<file path="config.mk">
export PLATFORM = sky130hd
export DESIGN_NAME = pwmoc_top
export DESIGN_NICKNAME = d
export VERILOG_FILES = /design/src/verilog/pwmoc_pkg.sv /design/src/verilog/pwmoc_sync.sv /design/src/verilog/pwmoc_gen.sv /design/src/verilog/pwmoc_top.sv
export SDC_FILE = /design/constraint.sdc
export NUM_CORES = 1
export LEC_CHECK = 0
export BUFFER_PORTS_ARGS = -buffer_cell sky130_fd_sc_hd__buf_2
export CAP_MARGIN = 40
export CORE_MARGIN = 1.5
export CORE_UTILIZATION = 25
export CTS_CLUSTER_DIAMETER = 40
export DETAILED_ROUTE_END_ITERATION = 8
export HOLD_SLACK_MARGIN = 0.15
export PLACE_DENSITY = 0.55
export SKIP_CTS_REPAIR_TIMING = 1
export SYNTH_ARGS = -nofsm -noshare
export SYNTH_HDL_FRONTEND = slang
export SYNTH_SLANG_ARGS = --single-unit
</file>
<file path="constraint.sdc">
create_clock -name aclk -period 3.8 [get_ports aclk]
set_input_delay 0 -clock aclk [delete_from_list [all_inputs] [get_ports aclk]]
set_output_delay 0 -clock aclk [all_outputs]
set_load 0.05 [all_outputs]
</file>
<file path="src/verilog/pwmoc_pkg.sv">
//----------------------------------------------------------------------
// PWM output pin control package
//----------------------------------------------------------------------
package pwmoc_pkg;

   //-------------------------------------------------------------------
   // Register map (byte addresses)
   //-------------------------------------------------------------------
   localparam logic [7:0] PWMOC_IOCTL_ADDR = 8'h00;
   localparam logic [7:0] PWMOC_PHASE_ADDR = 8'h04;
   localparam logic [7:0] PWMOC_SPHASE_ADDR = 8'h08;
   localparam logic [7:0] PWMOC_CTRL_ADDR = 8'h0c;
   localparam logic [7:0] PWMOC_UNLOCK_ADDR = 8'h10;
   localparam logic [7:0] PWMOC_STATUS_ADDR = 8'h14;

   //-------------------------------------------------------------------
   // Field positions and reset values
   //-------------------------------------------------------------------
   localparam int PWMOC_HOWN_BIT = 15;
   localparam int PWMOC_LOWN_BIT = 14;
   localparam int PWMOC_HINV_BIT = 13;
   localparam int PWMOC_LINV_BIT = 12;
   localparam int PWMOC_ARR_LSB = 10;
   localparam int PWMOC_HFEN_BIT = 9;
   localparam int PWMOC_LFEN_BIT = 8;
   localparam int PWMOC_FORCE_LSB = 6;
   localparam int PWMOC_TRIP_LSB = 4;
   localparam int PWMOC_LIMIT_LSB = 2;
   localparam logic [15:0] PWMOC_IOCTL_RESET = 16'hc000;
   localparam logic [15:0] PWMOC_PHASE_RESET = 16'h0000;
   // Control register: bit0 module_run, bit1 separate_timebase_select
   localparam int PWMOC_RUN_BIT = 0;
   localparam int PWMOC_ITB_BIT = 1;
   localparam logic [31:0] PWMOC_UNLOCK_KEY = 32'h0000_a55a;

   //-------------------------------------------------------------------
   // Types
   //-------------------------------------------------------------------
   typedef enum logic [1:0] {
      PWMOC_COMPL = 2'b00,
      PWMOC_REDUND = 2'b01,
      PWMOC_PUSHPULL = 2'b10,
      PWMOC_INDEP = 2'b11
   } pwmoc_arr_t;

   typedef struct packed {
      logic high_pin_owner;
      logic low_pin_owner;
      logic high_pin_invert;
      logic low_pin_invert;
      logic [1:0] pin_pair_arrangement;
      logic high_force_enable;
      logic low_force_enable;
      logic [1:0] force_levels;
      logic [1:0] trip_levels;
      logic [1:0] limit_levels;
      logic [1:0] spare;
   } pwmoc_ioctl_t;

   typedef struct packed {
      logic high;
      logic low;
   } pwmoc_pair_t;

endpackage : pwmoc_pkg

</file>
<file path="src/verilog/pwmoc_sync.sv">
`timescale 1ns/1ps
// Two-flop synchroniser for external levels
module pwmoc_sync (
   // Clock and reset
   input wire logic aclk,
   input wire logic aresetn,
   // Data
   input wire logic [1:0] d,
   output logic [1:0] q
);
   logic [1:0] meta_reg;

   // First stage read only by the second
   always_ff @(posedge aclk) begin
      if (!aresetn) begin
         meta_reg <= 2'h0;
         q <= 2'h0;
      end else begin
         meta_reg <= d;
         q <= meta_reg;
      end
   end
endmodule : pwmoc_sync

</file>
<file path="src/verilog/pwmoc_gen.sv">
`timescale 1ns/1ps
// Counter-based waveform source: phase offset or separate period
module pwmoc_gen (
   // Clock and reset
   input wire logic aclk,
   input wire logic aresetn,
   // Settings
   input wire logic run,
   input wire logic sep_tb,
   input wire logic [15:0] period,
   input wire logic [15:0] duty,
   input wire logic [15:0] offset,
   // Waveform
   output logic wave,
   output logic wrap
);
   logic [15:0] cnt_reg;
   logic [15:0] top;
   logic [15:0] shifted;

   // Separate timebase uses offset value as its own period
   assign top = sep_tb ? offset : period;
   assign wrap = run && (cnt_reg >= top);
   // Phase shift wraps modulo 16 bits on purpose
   assign shifted = sep_tb ? cnt_reg : 16'(cnt_reg + offset);

   // Free-running counter while module runs
   always_ff @(posedge aclk) begin
      if (!aresetn || !run || wrap) begin
         cnt_reg <= 16'h0000;
      end else begin
         cnt_reg <= cnt_reg + 16'h0001;
      end
   end

   // Duty compare against phase-shifted count
   always_ff @(posedge aclk) begin
      if (!aresetn) begin
         wave <= 1'b0;
      end else begin
         wave <= run && (shifted < duty);
      end
   end
endmodule : pwmoc_gen

</file>
<file path="src/verilog/pwmoc_top.sv">
// Added by the designer: the AXI4-Lite slave port and the placing of the registers.
`timescale 1ns/1ps
// PWM output stage with AXI4-Lite register access
module pwmoc_top (
   // Clock and reset
   input wire logic aclk,
   input wire logic aresetn,
   // AXI4-Lite write address
   input wire logic [7:0] s_axi_awaddr,
   input wire logic s_axi_awvalid,
   output logic s_axi_awready,
   // AXI4-Lite write data
   input wire logic [31:0] s_axi_wdata,
   input wire logic [3:0] s_axi_wstrb,
   input wire logic s_axi_wvalid,
   output logic s_axi_wready,
   // AXI4-Lite write response
   output logic [1:0] s_axi_bresp,
   output logic s_axi_bvalid,
   input wire logic s_axi_bready,
   // AXI4-Lite read
   input wire logic [7:0] s_axi_araddr,
   input wire logic s_axi_arvalid,
   output logic s_axi_arready,
   output logic [31:0] s_axi_rdata,
   output logic [1:0] s_axi_rresp,
   output logic s_axi_rvalid,
   input wire logic s_axi_rready,
   // Device configuration and conditions
   input wire logic write_protect_config,
   input wire logic trip_in,
   input wire logic limit_in,
   // Generator settings from the time base
   input wire logic [15:0] period,
   input wire logic [15:0] duty,
   // GPIO levels for unowned pins
   input wire logic gpio_high,
   input wire logic gpio_low,
   // Pins
   output logic high_side_output,
   output logic low_side_output
);
   //-------------------------------------------------------------------
   // Registers
   //-------------------------------------------------------------------
   pwmoc_pkg::pwmoc_ioctl_t ioctl_reg;
   logic [15:0] phase_reg;
   logic [15:0] sphase_reg;
   logic module_run_reg;
   logic separate_timebase_select_reg;
   logic unlocked_reg;
   logic aw_held_reg;
   logic w_held_reg;
   logic [7:0] awaddr_reg;
   logic [31:0] wdata_reg;
   logic [3:0] wstrb_reg;
   logic pp_phase_reg;
   logic [1:0] cond_sync;
   logic trip_act;
   logic limit_act;
   logic wr_fire;
   logic ioctl_ok;
   logic wave_h;
   logic wave_l;
   logic wrap_h;
   logic wrap_l;
   logic indep;
   pwmoc_pkg::pwmoc_pair_t gen_pair;
   pwmoc_pkg::pwmoc_pair_t pin_next;

   // Merge 16-bit register with byte strobes
   function automatic logic [15:0] merge16(input logic [15:0] old,
                                           input logic [31:0] d,
                                           input logic [3:0] s);
      merge16 = {s[1] ? d[15:8] : old[15:8], s[0] ? d[7:0] : old[7:0]};
   endfunction : merge16

   //-------------------------------------------------------------------
   // Condition inputs from pins
   //-------------------------------------------------------------------
   pwmoc_sync u_sync (
      .aclk(aclk),
      .aresetn(aresetn),
      .d({trip_in, limit_in}),
      .q(cond_sync)
   );
   assign trip_act = cond_sync[1];
   assign limit_act = cond_sync[0];

   //-------------------------------------------------------------------
   // AXI4-Lite write side
   //-------------------------------------------------------------------
   assign wr_fire = aw_held_reg && w_held_reg && !s_axi_bvalid;

   // Capture address and data in either order
   always_ff @(posedge aclk) begin
      if (!aresetn) begin
         aw_held_reg <= 1'b0;
         w_held_reg <= 1'b0;
         s_axi_awready <= 1'b0;
         s_axi_wready <= 1'b0;
         awaddr_reg <= 8'h00;
         wdata_reg <= 32'h0000_0000;
         wstrb_reg <= 4'h0;
      end else begin
         s_axi_awready <= !aw_held_reg && !s_axi_awready;
         s_axi_wready <= !w_held_reg && !s_axi_wready;
         if (s_axi_awvalid && s_axi_awready) begin
            aw_held_reg <= 1'b1;
            awaddr_reg <= s_axi_awaddr;
            s_axi_awready <= 1'b0;
         end else if (wr_fire) begin
            aw_held_reg <= 1'b0;
         end
         if (s_axi_wvalid && s_axi_wready) begin
            w_held_reg <= 1'b1;
            wdata_reg <= s_axi_wdata;
            wstrb_reg <= s_axi_wstrb;
            s_axi_wready <= 1'b0;
         end else if (wr_fire) begin
            w_held_reg <= 1'b0;
         end
      end
   end

   // Response: OKAY for mapped, SLVERR otherwise or when locked
   always_ff @(posedge aclk) begin
      if (!aresetn) begin
         s_axi_bvalid <= 1'b0;
         s_axi_bresp <= 2'b00;
      end else if (wr_fire) begin
         s_axi_bvalid <= 1'b1;
         case (awaddr_reg)
            pwmoc_pkg::PWMOC_IOCTL_ADDR:
               s_axi_bresp <= ioctl_ok ? 2'b00 : 2'b10;
            pwmoc_pkg::PWMOC_PHASE_ADDR,
            pwmoc_pkg::PWMOC_SPHASE_ADDR,
            pwmoc_pkg::PWMOC_CTRL_ADDR,
            pwmoc_pkg::PWMOC_UNLOCK_ADDR,
            pwmoc_pkg::PWMOC_STATUS_ADDR: s_axi_bresp <= 2'b00;
            default: s_axi_bresp <= 2'b10;
         endcase
      end else if (s_axi_bready) begin
         s_axi_bvalid <= 1'b0;
      end
   end

   assign ioctl_ok = !write_protect_config || unlocked_reg;

   // Unlock arms one control write, consumed by it
   always_ff @(posedge aclk) begin
      if (!aresetn) begin
         unlocked_reg <= 1'b0;
      end else if (wr_fire) begin
         if (awaddr_reg == pwmoc_pkg::PWMOC_UNLOCK_ADDR) begin
            unlocked_reg <= (wdata_reg == pwmoc_pkg::PWMOC_UNLOCK_KEY);
         end else if (awaddr_reg == pwmoc_pkg::PWMOC_IOCTL_ADDR) begin
            unlocked_reg <= 1'b0;
         end
      end
   end

   always_ff @(posedge aclk) begin
      if (!aresetn) begin
         ioctl_reg <= pwmoc_pkg::PWMOC_IOCTL_RESET;
      end else if (wr_fire && ioctl_ok &&
                   awaddr_reg == pwmoc_pkg::PWMOC_IOCTL_ADDR) begin
         // Arrangement change while running is software's hazard
         ioctl_reg <= merge16(ioctl_reg, wdata_reg, wstrb_reg);
      end
   end

   // Offset and run registers
   always_ff @(posedge aclk) begin
      if (!aresetn) begin
         phase_reg <= pwmoc_pkg::PWMOC_PHASE_RESET;
         sphase_reg <= pwmoc_pkg::PWMOC_PHASE_RESET;
         module_run_reg <= 1'b0;
         separate_timebase_select_reg <= 1'b0;
      end else if (wr_fire) begin
         case (awaddr_reg)
            pwmoc_pkg::PWMOC_PHASE_ADDR:
               phase_reg <= merge16(phase_reg, wdata_reg, wstrb_reg);
            pwmoc_pkg::PWMOC_SPHASE_ADDR:
               sphase_reg <= merge16(sphase_reg, wdata_reg, wstrb_reg);
            pwmoc_pkg::PWMOC_CTRL_ADDR: begin
               if (wstrb_reg[0]) begin
                  module_run_reg <= wdata_reg[pwmoc_pkg::PWMOC_RUN_BIT];
                  separate_timebase_select_reg <=
                     wdata_reg[pwmoc_pkg::PWMOC_ITB_BIT];
               end
            end
            default: begin
            end
         endcase
      end
   end

   //-------------------------------------------------------------------
   // AXI4-Lite read side
   //-------------------------------------------------------------------
   always_ff @(posedge aclk) begin
      if (!aresetn) begin
         s_axi_arready <= 1'b0;
         s_axi_rvalid <= 1'b0;
         s_axi_rdata <= 32'h0000_0000;
         s_axi_rresp <= 2'b00;
      end else begin
         s_axi_arready <= !s_axi_rvalid && !s_axi_arready;
         if (s_axi_arvalid && s_axi_arready) begin
            s_axi_arready <= 1'b0;
            s_axi_rvalid <= 1'b1;
            s_axi_rresp <= 2'b00;
            case (s_axi_araddr)
               pwmoc_pkg::PWMOC_IOCTL_ADDR: s_axi_rdata <= {16'h0000, ioctl_reg};
               pwmoc_pkg::PWMOC_PHASE_ADDR: s_axi_rdata <= {16'h0000, phase_reg};
               pwmoc_pkg::PWMOC_SPHASE_ADDR:
                  s_axi_rdata <= {16'h0000, sphase_reg};
               pwmoc_pkg::PWMOC_CTRL_ADDR:
                  s_axi_rdata <= {30'h0, separate_timebase_select_reg,
                                  module_run_reg};
               pwmoc_pkg::PWMOC_UNLOCK_ADDR: s_axi_rdata <= 32'h0000_0000;
               pwmoc_pkg::PWMOC_STATUS_ADDR:
                  s_axi_rdata <= {25'h0, unlocked_reg, trip_act, limit_act,
                                  pp_phase_reg, high_side_output,
                                  low_side_output, write_protect_config};
               default: begin
                  s_axi_rdata <= 32'h0000_0000;
                  s_axi_rresp <= 2'b10;
               end
            endcase
         end else if (s_axi_rready) begin
            s_axi_rvalid <= 1'b0;
         end
      end
   end

   //-------------------------------------------------------------------
   // Waveform sources
   //-------------------------------------------------------------------
   assign indep = ioctl_reg.pin_pair_arrangement == pwmoc_pkg::PWMOC_INDEP;

   // Primary offset: phase or separate period
   pwmoc_gen u_gen_h (
      .aclk(aclk),
      .aresetn(aresetn),
      .run(module_run_reg),
      .sep_tb(separate_timebase_select_reg),
      .period(period),
      .duty(duty),
      .offset(phase_reg),
      .wave(wave_h),
      .wrap(wrap_h)
   );

   // Secondary offset only in independent mode
   pwmoc_gen u_gen_l (
      .aclk(aclk),
      .aresetn(aresetn),
      .run(module_run_reg),
      .sep_tb(separate_timebase_select_reg),
      .period(period),
      .duty(duty),
      .offset(indep ? sphase_reg : phase_reg),
      .wave(wave_l),
      .wrap(wrap_l)
   );

   // Push-pull period toggle
   always_ff @(posedge aclk) begin
      if (!aresetn || !module_run_reg) begin
         pp_phase_reg <= 1'b0;
      end else if (wrap_h) begin
         pp_phase_reg <= !pp_phase_reg;
      end
   end

   //-------------------------------------------------------------------
   // Pin resolution
   //-------------------------------------------------------------------
   always_comb begin
      case (ioctl_reg.pin_pair_arrangement)
         pwmoc_pkg::PWMOC_COMPL: gen_pair = '{high: wave_h, low: !wave_h};
         pwmoc_pkg::PWMOC_REDUND: gen_pair = '{high: wave_h, low: wave_h};
         pwmoc_pkg::PWMOC_PUSHPULL:
            gen_pair = '{high: wave_h && !pp_phase_reg,
                         low: wave_h && pp_phase_reg};
         default: gen_pair = '{high: wave_h, low: wave_l};
      endcase
      pin_next.high = gen_pair.high ^ ioctl_reg.high_pin_invert;
      pin_next.low = gen_pair.low ^ ioctl_reg.low_pin_invert;
      if (limit_act) begin
         pin_next = ioctl_reg.limit_levels;
      end
      if (trip_act) begin
         pin_next = ioctl_reg.trip_levels;
      end
      if (ioctl_reg.high_force_enable) begin
         pin_next.high = ioctl_reg.force_levels[1];
      end
      if (ioctl_reg.low_force_enable) begin
         pin_next.low = ioctl_reg.force_levels[0];
      end
      // GPIO owns pins when owner bit clear
      if (!ioctl_reg.high_pin_owner) begin
         pin_next.high = gpio_high;
      end
      if (!ioctl_reg.low_pin_owner) begin
         pin_next.low = gpio_low;
      end
   end

   // Registered pin drivers
   always_ff @(posedge aclk) begin
      if (!aresetn) begin
         high_side_output <= 1'b0;
         low_side_output <= 1'b0;
      end else begin
         high_side_output <= pin_next.high;
         low_side_output <= pin_next.low;
      end
   end

   //-------------------------------------------------------------------
   // Checks
   //-------------------------------------------------------------------
   gpio_high_a: assert property (@(posedge aclk) disable iff (!aresetn)
      !ioctl_reg.high_pin_owner |=> high_side_output == $past(gpio_high))
      else $error("high pin not from gpio");
   gpio_low_a: assert property (@(posedge aclk) disable iff (!aresetn)
      !ioctl_reg.low_pin_owner |=> low_side_output == $past(gpio_low))
      else $error("low pin not from gpio");
   force_high_a: assert property (@(posedge aclk) disable iff (!aresetn)
      ioctl_reg.high_pin_owner && ioctl_reg.high_force_enable
      |=> high_side_output == $past(ioctl_reg.force_levels[1]))
      else $error("high force level lost");
   force_low_a: assert property (@(posedge aclk) disable iff (!aresetn)
      ioctl_reg.low_pin_owner && ioctl_reg.low_force_enable
      |=> low_side_output == $past(ioctl_reg.force_levels[0]))
      else $error("low force level lost");
   trip_high_a: assert property (@(posedge aclk) disable iff (!aresetn)
      trip_act && ioctl_reg.high_pin_owner && !ioctl_reg.high_force_enable
      |=> high_side_output == $past(ioctl_reg.trip_levels[1]))
      else $error("trip level lost");
   limit_low_a: assert property (@(posedge aclk) disable iff (!aresetn)
      limit_act && !trip_act && ioctl_reg.low_pin_owner &&
      !ioctl_reg.low_force_enable
      |=> low_side_output == $past(ioctl_reg.limit_levels[0]))
      else $error("limit level lost");
   lock_hold_a: assert property (@(posedge aclk) disable iff (!aresetn)
      wr_fire && !ioctl_ok |=> $stable(ioctl_reg))
      else $error("locked write took effect");
   compl_pair_a: assert property (@(posedge aclk) disable iff (!aresetn)
      ioctl_reg == pwmoc_pkg::PWMOC_IOCTL_RESET && !limit_act && !trip_act
      |=> low_side_output == !high_side_output)
      else $error("complementary pair broken");
   pp_apart_a: assert property (@(posedge aclk) disable iff (!aresetn)
      ioctl_reg[15:8] == 8'hc8 && !limit_act && !trip_act
      |=> !(high_side_output && low_side_output))
      else $error("push-pull pins on together");
endmodule : pwmoc_top

</file>
* Word level (Yosys, flattened, before mapping)
Index checks and enable logic that the tools add are counted.
** Word-level totals
- Output and inout port bits :: 43
- Bits in registers :: 177
- Word-level logic and storage cells :: 143
- Input port bits :: 96
** Operators by class
- Add/subtract/negate cells :: 4
- Multiplexer cells :: 25
- Equal/unequal tests :: 14
- Reductions and logical operators :: 53
- Magnitude comparators :: 4
- Bitwise gates (word level) :: 3
** Operator list (count)
- 2-to-1 mux 16 bit :: 5
- one-hot mux 16 bit (5 select lines) :: 1
- adder 16 x 1 -> 16 bit (second input constant) :: 2
- adder 16 bit :: 2
- == test 32 x 16 -> 1 bit (second input constant) :: 1
- == test 8 x 4 -> 1 bit (second input constant) :: 4
- == test 8 x 5 -> 1 bit (second input constant) :: 4
- >= comparator 16 bit :: 2
- less-than comparator 16 bit :: 2
- == test 8 x 3 -> 1 bit (second input constant) :: 2
- logical AND 1 bit :: 16
- logical NOT 8 bit :: 2
- AND reduction 3 bit :: 5
- 2-to-1 mux 1 bit :: 13
- logical NOT 1 bit :: 12
- nonzero test 2 bit :: 5
- 2-to-1 mux 2 bit :: 4
- one-hot mux 2 bit (3 select lines) :: 1
- AND reduction 2 bit :: 3
- OR reduction 2 bit :: 3
- OR reduction 6 bit :: 1
- OR reduction 5 bit :: 1
- == test 2 bit (second input constant) :: 2
- logical OR 1 bit :: 4
- 5 further kinds :: 6

* Logic depth before layout (Yosys ltp)
Gate-level depths: netlist (run 1).
- Depth in word-level cells :: 8
- Mapped depth :: 18
- Gate-level depth less buffers :: 17

* Cells and area by module
Synthesis (run 1) repeated with hierarchy kept, for this count alone.
** Second synthesis, totals
- Cells, all modules :: 1301
- Area, all modules :: 10757.8 um2
** Modules (own cells, without submodules)
- pwmoc_top :: area an instance 5446.5 um2, times used 1, seq. area each 2422.3 um2, cells each 648
- pwmoc_gen (u_gen_h) :: area an instance 2673.8 um2, times used 1, seq. area each 340.3 um2, cells each 331
- pwmoc_gen (u_gen_l) :: area an instance 2532.4 um2, times used 1, seq. area each 340.3 um2, cells each 314
- pwmoc_sync :: area an instance 105.1 um2, times used 1, seq. area each 80.1 um2, cells each 8

* Worst setup path after synthesis (run 1)
No wires, ideal clock.
- Path kind :: register -> register
- Start :: reg ioctl_reg[11] in the netlist's numbering
- End :: reg u_gen_l.wave
- Period minus slack after synthesis :: 3.815 ns
- Setup slack :: -0.015 ns
- Setup time :: 0.078 ns
- Cell stages (with the launch flop) :: 19
- Data required time :: 3.722 ns
- Path buffers :: 2
- Arrival :: 3.737 ns
- Cells stage by stage :: dfxtp_1 clkbuf_1 nand2_1 clkbuf_1 mux2_2 ha_1 o21a_1 o21a_1 a21boi_0 o21ai_0 a21oi_1 a311oi_1 ha_1 a21o_1 a21o_1 a21o_1 a21oi_1 nor2_1 nor3_1
** On the way
- Longest elaborated chain between the ends :: 6
** Ends and longest elaborated chain
- from (decl) :: RTL line pwmoc_top.sv:46 : pwmoc_pkg::pwmoc_ioctl_t ioctl_reg;
- from (signal assigned) :: RTL line pwmoc_top.sv:165 : ioctl_reg <= pwmoc_pkg::PWMOC_IOCTL_RESET;
- from (signal assigned) :: RTL line pwmoc_top.sv:169 : ioctl_reg <= merge16(ioctl_reg, wdata_reg, wstrb_reg);
- == test 2 bit :: RTL line pwmoc_top.sv:241 : assign indep = ioctl_reg.pin_pair_arrangement == pwmoc_pkg::PWMOC_INDEP;
- 2-to-1 mux 16 bit :: RTL line pwmoc_top.sv:264 : .offset(indep ? sphase_reg : phase_reg),
- adder 16 bit :: RTL line pwmoc_gen.sv:25 : assign shifted = sep_tb ? cnt_reg : 16'(cnt_reg + offset);
- 2-to-1 mux 16 bit :: RTL line pwmoc_gen.sv:25
- less-than comparator 16 bit :: RTL line pwmoc_gen.sv:41 : wave <= run && (shifted < duty);
- logical AND 1 bit :: RTL line pwmoc_gen.sv:41
- to (signal assigned) :: RTL line pwmoc_gen.sv:41
- to (decl) :: RTL line pwmoc_gen.sv:14 : output logic wave,
No other way between the ends.
A chain may end at the register's enable or synchronous reset.

* Final worst setup path (run 1)
- Start :: reg phase_reg[2]
- End :: reg u_gen_h.wave
** On the way
- Longest elaborated chain between the ends :: 4
** Ends and longest elaborated chain
- from (decl) :: RTL line pwmoc_top.sv:47 : logic [15:0] phase_reg;
- from (signal assigned) :: RTL line pwmoc_top.sv:176 : phase_reg <= pwmoc_pkg::PWMOC_PHASE_RESET;
- from (signal assigned) :: RTL line pwmoc_top.sv:183 : phase_reg <= merge16(phase_reg, wdata_reg, wstrb_reg);
- adder 16 bit :: RTL line pwmoc_gen.sv:25
- 2-to-1 mux 16 bit :: RTL line pwmoc_gen.sv:25
- less-than comparator 16 bit :: RTL line pwmoc_gen.sv:41
- logical AND 1 bit :: RTL line pwmoc_gen.sv:41
- to (signal assigned) :: RTL line pwmoc_gen.sv:41
- to (decl) :: RTL line pwmoc_gen.sv:14
No other way between the ends.

==> results.rst, run 1 <==
.. list-table::
   :header-rows: 1

   * - Metric
     - Value
   * - Die Area
     - 42700 um2
   * - CTS max path bufs
     - 2
   * - Overall routed net length
     - 33.1 mm
   * - Placer Congestion
     - 0.916
   * - Hold WC Path Type
     - in2reg
   * - CP required
     - 4.19 ns
   * - Slew of the pin with the lowest slew margin
     - 0.723 ns
   * - Highest net fanout along the worst path
     - 6
   * - Switching Share
     - 0.289
   * - Synth Cell Area
     - 10400 um2
   * - Synth warn
     - 0
   * - Footprint of the flip-flops and latches
     - 3190 um2
   * - IO Port Bufs
     - 118
   * - Diode insertion count for antenna repair
     - 0
   * - GR Util All Layers
     - 0.152
   * - Post-layout util
     - 0.316
   * - Cell taking the most area after synthesis
     - dfxtp_1
   * - First-pass GRT wire length
     - 49.7 mm
   * - Power per standard cell area
     - 307 nW/um2
   * - Most frequent cells after synthesis
     - nand2_1 (166), dfxtp_1 (159), ha_1 (95)
   * - Number of DRC markers after the initial detailed-route iteration
     - 618
   * - Filler cell count
     - 4352
   * - Antenna violations before repair
     - 1
   * - CP Capture Type
     - flop
   * - Clock tree from TritonCTS
     - done
   * - Area share of the leading cell type in the synthesized netlist
     - 0.307
   * - Final Hold Vio Count
     - 0
   * - Number of enable flip-flop cells after synthesis
     - 0
   * - Post-synthesis to final-layout area growth
     - 24.4%
   * - Wire length per cell
     - 16.8 um
   * - Area of the core
     - 40900 um2
   * - Footprint of the multi-input gates
     - 6790 um2
   * - Vias in the first global route
     - 8900
   * - Share of synthesized area occupied by flip-flops and latches
     - 0.307
   * - Normalized max-slew margin
     - 0.518
   * - Fmax
     - 278 MHz
   * - Flops & latches, synth
     - 159
   * - Share of post-route cells with drive strength above 1
     - 0.153
   * - Synth Area per Inst
     - 8.33 um2
   * - Kind of launch point of the worst setup path
     - flop
   * - Async S/R FF share, synth
     - 0
   * - Peak VDD IR
     - 0.300 mV
   * - Switch Pwr
     - 0.00114 W
   * - Clock sinks
     - 159
   * - Min cycle time layout
     - 3.59 ns
   * - Status
     - complete, no violations
   * - Count of nets after finishing
     - 1621
   * - Number of flip-flops under the largest register name
     - 32
   * - Worst Hold Margin
     - 0.117 ns
   * - Final Cycle Share
     - 0.945
   * - Cell count after synthesis
     - 1246
   * - Inserted Clock Buffers
     - 17
   * - HPWL after detailed placement
     - 25.6 mm
   * - Max-capacitance violation count
     - 0
   * - Pin count of the biggest net entering global routing
     - 88
   * - Unrepaired setup endpoints after global routing
     - false
   * - Dominant cell by count in the synthesized netlist
     - nand2_1
   * - Logic gate share of total power
     - 0.092
   * - Leading post-synthesis cells by cell area
     - dfxtp_1 (31%), ha_1 (11%), nand2_1 (6.0%)
   * - Leakage power total
     - 5.46 nW
   * - Clock share of power
     - 0.470
   * - Endpoint arrival time on the critical path
     - 3.98 ns
   * - DRC violation count after routing
     - 0
   * - Row count
     - 74
   * - Clock latency on the worst-skew pair
     - 0.44 ns
   * - First-pass iteration count of the detailed router
     - 5
   * - Starting density of the core
     - 0.254
   * - WS Path Type
     - reg2reg
   * - Final Max Tran Viols
     - 0
   * - Number of top-level pins
     - 139
   * - Final total negative setup slack
     - 0 ns
   * - Count of unique library cells instantiated by Yosys
     - 67
   * - Worst clock skew
     - 0.0117 ns
   * - Main flop type after synthesis
     - dfxtp_1
   * - Clock transition at the registers of the reported paths
     - 0.08 ns
   * - Average vias per placed instance
     - 4.89
   * - Overflow after GRT
     - 0
   * - Int Pwr
     - 0.00282 W
   * - Buffer cell driving the clock tree root
     - clkbuf_16
   * - Setup violations, final
     - 0
   * - Sequential fraction of design power
     - 0.437
   * - Horizontal extent of the die
     - 207 um
   * - Total via count after detailed routing
     - 9652
   * - Max H-tree Level
     - 4
   * - Antenna violation net count after detailed routing
     - 0
   * - Chip height
     - 207 um
per-layer routing:
layer	up-vias	wire, um	track usage
met1	4504	15700	0.212
met4	2	745	0.0496
li1	4801	-	-
met2	309	14600	0.231
met3	36	2030	0.0311
met5	-	13	0
cells in the final DEF, fill, tap and decap left out, types with 6 or more instances in the layout:
cell,n
nand2_1,165
dfxtp_1,157
buf_2,118
ha_1,95
nor2_1,78
a21oi_1,63
dlygate4sd3_1,63
a21boi_0,62
o21ai_0,56
nor2b_1,54
nand3_1,48
mux2i_1,47
inv_1,39
buf_4,31
a21o_1,27
xnor2_1,23
and2_1,23
mux2_2,20
xor2_1,20
conb_1,18
clkbuf_16,17
nor3_1,15
and3_1,13
nand2b_1,12
o21a_1,11
nand4_1,11
a222oi_1,11
a211oi_1,8
nor3b_1,8
a221oi_1,7
nor4b_1,7
nor4_1,6
inv_8,6
cell type report:
class,count,share of cell area
well taps,532,0.0515
clock inverters,15,0.0165
repair buffers,214,0.115
inverters,40,0.0116
flip-flops and latches,159,0.247
clock buffers,17,0.0329
multi-input cells,996,0.526
cells by family after synthesis:
family          count (synthesis)  synth area share
mux                            67            0.0670
flops                         159             0.307
compound gates                306             0.201
other cells                     1          0.000361
xor+xnor                       43            0.0363
simple gates                  465             0.224
buf+inv                       108            0.0468
fa+ha+maj                      97             0.118
through the flow:
stage	power [W]	setup WS, ns	cells	area [um2]
6_report	0.00396	0.207	1973	12900
3_3_place_gp	0.00208	0.138	1873	11600
2_1_floorplan	0.00199	0.113	1263	10400
5_1_grt	0.00412	0.0157	1973	12900
4_1_cts	0.00396	0.0683	1910	12300
3_5_place_dp	0.00209	0.0898	1878	11600
worst max-delay path: stages, from the launching register on:
cell and delay [ns]:
dfxtp_1 0.48, ha_1 0.33, nor2b_1 0.17, o31a_1 0.27
o211a_1 0.23, o31a_1 0.33, o21a_1 0.22, o31ai_1 0.49
ha_1 0.35, nor2b_1 0.14, o21ai_0 0.14, a21oi_1 0.08
nor3_1 0.13, o211a_1 0.18
power groups by stage:
stage	Sequential [W]	Combinational (W)	Clock (W)
4_1_cts	0.00173	0.000320	0.00190
3_3_place_gp	0.00177	0.000312	0
2_1_floorplan	0.00178	0.000206	0
5_1_grt	0.00174	0.000403	0.00198
3_5_place_dp	0.00177	0.000319	0
6_report	0.00173	0.000366	0.00186
path summary, 6_finish.rpt:
kind,startpoint,to,slack (ns),depth (start not counted)
max,phase_reg[2],u_gen_h.wave,0.21,13
min,duty[12],u_gen_l.wave,0.12,6
max reg2reg,phase_reg[2],u_gen_h.wave,0.21,13
min reg2reg,u_sync.meta_reg[0],u_sync.q[0],0.44,1
No activity file was read; power rests on OpenSTA's default activity.
==> run 2, diff against run 1 <==
--- a/config.mk
+++ b/config.mk
@@ -5,6 +5,7 @@
 export SDC_FILE = /design/constraint.sdc
 export NUM_CORES = 1
 export LEC_CHECK = 0
+export ABC_AREA = 1
 export BUFFER_PORTS_ARGS = -buffer_cell sky130_fd_sc_hd__buf_2
 export CAP_MARGIN = 40
 export CORE_MARGIN = 1.5
@@ -12,7 +13,7 @@
 export CTS_CLUSTER_DIAMETER = 40
 export DETAILED_ROUTE_END_ITERATION = 8
 export HOLD_SLACK_MARGIN = 0.15
-export PLACE_DENSITY = 0.55
+export PLACE_DENSITY = 0.54
 export SKIP_CTS_REPAIR_TIMING = 1
 export SYNTH_ARGS = -nofsm -noshare
 export SYNTH_HDL_FRONTEND = slang
==> run 2 against run 1 <==
- combinational power grew 16%
- via count grew 14%
- count of clock-buffer cells in the layout is the same
- highest routed layer is now met4
- maximum frequency grew 3.8%
- critical path depth grew 5
==> results.rst, run 2 <==
.. list-table::
   :header-rows: 1

   * - Metric
     - Value
   * - CP required
     - 4.13 ns
   * - Total via count after detailed routing
     - 11000
   * - Synth Area per Inst
     - 6.59 um2
   * - Area of the core
     - 42300 um2
   * - DRC violation count after routing
     - 0
   * - Final Cycle Share
     - 0.911
   * - Clock latency on the worst-skew pair
     - 0.44 ns
   * - Inserted Clock Buffers
     - 17
   * - Main flop type after synthesis
     - dfxtp_1
   * - Number of enable flip-flop cells after synthesis
     - 0
   * - Wire length per cell
     - 15.2 um
   * - Count of unique library cells instantiated by Yosys
     - 49
   * - Clock sinks
     - 159
   * - Number of DRC markers after the initial detailed-route iteration
     - 728
   * - Overall routed net length
     - 36.3 mm
   * - Post-synthesis to final-layout area growth
     - 21.4%
   * - Vias in the first global route
     - 10100
   * - Cell type group with the largest total delay on the critical path
     - compound AO/OA/AOI/OAI gates
   * - CTS max path bufs
     - 2
   * - Antenna violation net count after detailed routing
     - 0
   * - Number of flip-flops under the largest register name
     - 32
   * - Cell mode on critical path
     - inv_1
   * - Unrepaired setup endpoints after global routing
     - false
   * - Count of nets after finishing
     - 1988
   * - First-pass GRT wire length
     - 55.3 mm
   * - Normalized max-slew margin
     - 0.421
   * - Synth warn
     - 0
   * - Final Max Tran Viols
     - 0
   * - Critical Path Max Stage Delay
     - 0.41 ns
   * - Highest-delay cell along the critical path
     - dfxtp_1
   * - CP Capture Type
     - flop
   * - Leakage power total
     - 6.02 nW
   * - Number of top-level pins
     - 139
   * - Worst min-delay path startpoint
     - aresetn
   * - Highest net fanout along the worst path
     - 16
   * - Fmax
     - 289 MHz
   * - Worst clock skew
     - 0.0129 ns
   * - Max H-tree Level
     - 4
   * - Final Hold Vio Count
     - 0
   * - Row count
     - 75
   * - Slew of the pin with the lowest slew margin
     - 0.867 ns
   * - Starting density of the core
     - 0.255
   * - Area share of the leading cell type in the synthesized netlist
     - 0.295
   * - WP buf/inv
     - 4
   * - Horizontal extent of the die
     - 211 um
   * - HPWL after detailed placement
     - 28.1 mm
   * - Status
     - complete, no violations
   * - Final std cells w/o fill
     - 2385
   * - Max-capacitance violation count
     - 0
   * - Flops & latches, synth
     - 159
   * - Diode insertion count for antenna repair
     - 0
   * - Post-layout instance area
     - 13100 um2
   * - PnR Total Power
     - 0.00399 W
   * - Async S/R FF share, synth
     - 0
   * - Commonest non-fill, non-tap cell in the layout
     - nand2_1
   * - Critical Path Stages
     - 18
   * - Share of post-route cells with drive strength above 1
     - 0.120
   * - DP Cell Count
     - 2299
   * - Peak VDD IR
     - 0.312 mV
   * - Leading post-synthesis cells by cell area
     - dfxtp_1 (29%), nand2_1 (12%), ha_1 (11%)
   * - Placed Area
     - 12000 um2
   * - Worst-case reg-to-reg path depth
     - 18
   * - Kind of launch point of the worst setup path
     - flop
   * - Cell taking the most area after synthesis
     - dfxtp_1
   * - Power per standard cell area
     - 304 nW/um2
   * - Worst hold path depth
     - 3
   * - Cell count after synthesis
     - 1640
   * - Register-to-Register Setup Slack
     - 0.34 ns
   * - Dominant cell by count in the synthesized netlist
     - nand2_1
   * - Chip height
     - 211 um
   * - End of the worst register-to-register path
     - u_gen_l.wave
   * - Endpoint arrival time on the critical path
     - 3.80 ns
   * - Clock transition at the registers of the reported paths
     - 0.07 ns
   * - IO Port Bufs
     - 118
   * - First-pass iteration count of the detailed router
     - 5
   * - Buffer cell driving the clock tree root
     - clkbuf_16
   * - Share of synthesized area occupied by flip-flops and latches
     - 0.295
   * - Final total negative setup slack
     - 0 ns
   * - Hold WC Path Type
     - in2reg
   * - Antenna violations before repair
     - 0
   * - Overflow after GRT
     - 0
   * - Cells along the critical path
     - nand2_2, o21ai_0, ha_1, inv_1, fa_1, inv_1, nand3_1, nand2_1, nand2_1, nand2_1, xor2_1, o21ai_0, inv_1, ha_1, inv_1, o31a_1, a21oi_1, nor2_1
   * - Die Area
     - 44500 um2
   * - Placer Congestion
     - 0.891
   * - Critical R2R Launch
     - ioctl_reg[11]
   * - Min cycle time layout
     - 3.46 ns
   * - Destination of the worst hold path
     - u_sync.meta_reg[1]
   * - Clock tree from TritonCTS
     - done
   * - Synth Cell Area
     - 10800 um2
   * - Pin count of the biggest net entering global routing
     - 57
   * - GR Util All Layers
     - 0.162
   * - Setup violations, final
     - 0
   * - Most frequent cells after synthesis
     - nand2_1 (355), inv_1 (214), nor2_1 (184)
   * - Average vias per placed instance
     - 4.59
   * - Highest-count cells in the layout ignoring fill and taps
     - nand2_1 (354), inv_1 (214), nor2_1 (184), o21ai_0 (160), dfxtp_1 (159)
   * - WS Path Type
     - reg2reg
-- run 2: cell types whose count changed after synthesis, sizes merged, moves of 20 or more --
cell / delta
nand2: +195
inv: +178
nor2: +119
o21ai: +111
a21oi: +67
a21boi: -64
nor2b: -54
nand3: +47
mux2i: -46
a21o: -22
and2: -20
mux2: -20
-- run 2: tightest hold or removal path, stage by stage --
cell and delay (ns):
buf_2 0.33, nand2_1 0.14, inv_1 0.03
-- run 2: cell families after synthesis --
family                     share of synthesized area
and+or+nand+nor                                0.301
AOI/OAI and AO/OA                              0.161
buffers and inverters                          0.108
DFF                                            0.295
adders and majority gates                      0.114
xor gates and xnor gates                      0.0203
other                                       0.000347
muxes                                       0.000927
-- run 2: per-stage QoR --
stage,hold slack [ns],setup WS [ns],utilization
6_report,0.109,0.337,0.310
4_1_cts,-0.264,0.261,0.297
2_1_floorplan,0.0976,0.782,-
3_3_place_gp,0.192,0.313,0.282
5_1_grt,0.159,0.0878,0.310
3_5_place_dp,0.193,0.287,0.282
-- run 2: layout make-up --
type / count / area, um2
multi-input combinational: 1213 / 6520
fill: 4662 / 29200
timing repair buffer: 184 / 1240
tap: 577 / 722
clock buffer: 17 / 425
inverter: 220 / 827
sequential: 159 / 3180
clock inverter: 15 / 193
-- run 2: worst max-delay path by stage --
stage | slack, ns | startpoint | to
after floorplan | 0.78 | ioctl_reg[11] | u_gen_l.wave
after global placement | 0.31 | ioctl_reg[11] | u_gen_l.wave
after detailed placement | 0.29 | ioctl_reg[11] | u_gen_l.wave
after CTS | 0.26 | ioctl_reg[11] | u_gen_l.wave
after global routing | 0.09 | ioctl_reg[11] | u_gen_l.wave
final | 0.34 | ioctl_reg[11] | u_gen_l.wave
-- run 2: power breakdown --
part | switching, W | internal, W
Clock | 0.000861 | 0.000950
Combinational | 0.000267 | 0.000157
Sequential | 0.0000455 | 0.00171
-- run 2: layer usage --
metal  global-route usage  vias up  part of all wire
li1                     -     5624                 -
met5                    0        -                 0
met1                0.221     4978              0.47
met3               0.0329       45             0.061
met2                0.252      309              0.44
met4               0.0554        0             0.027
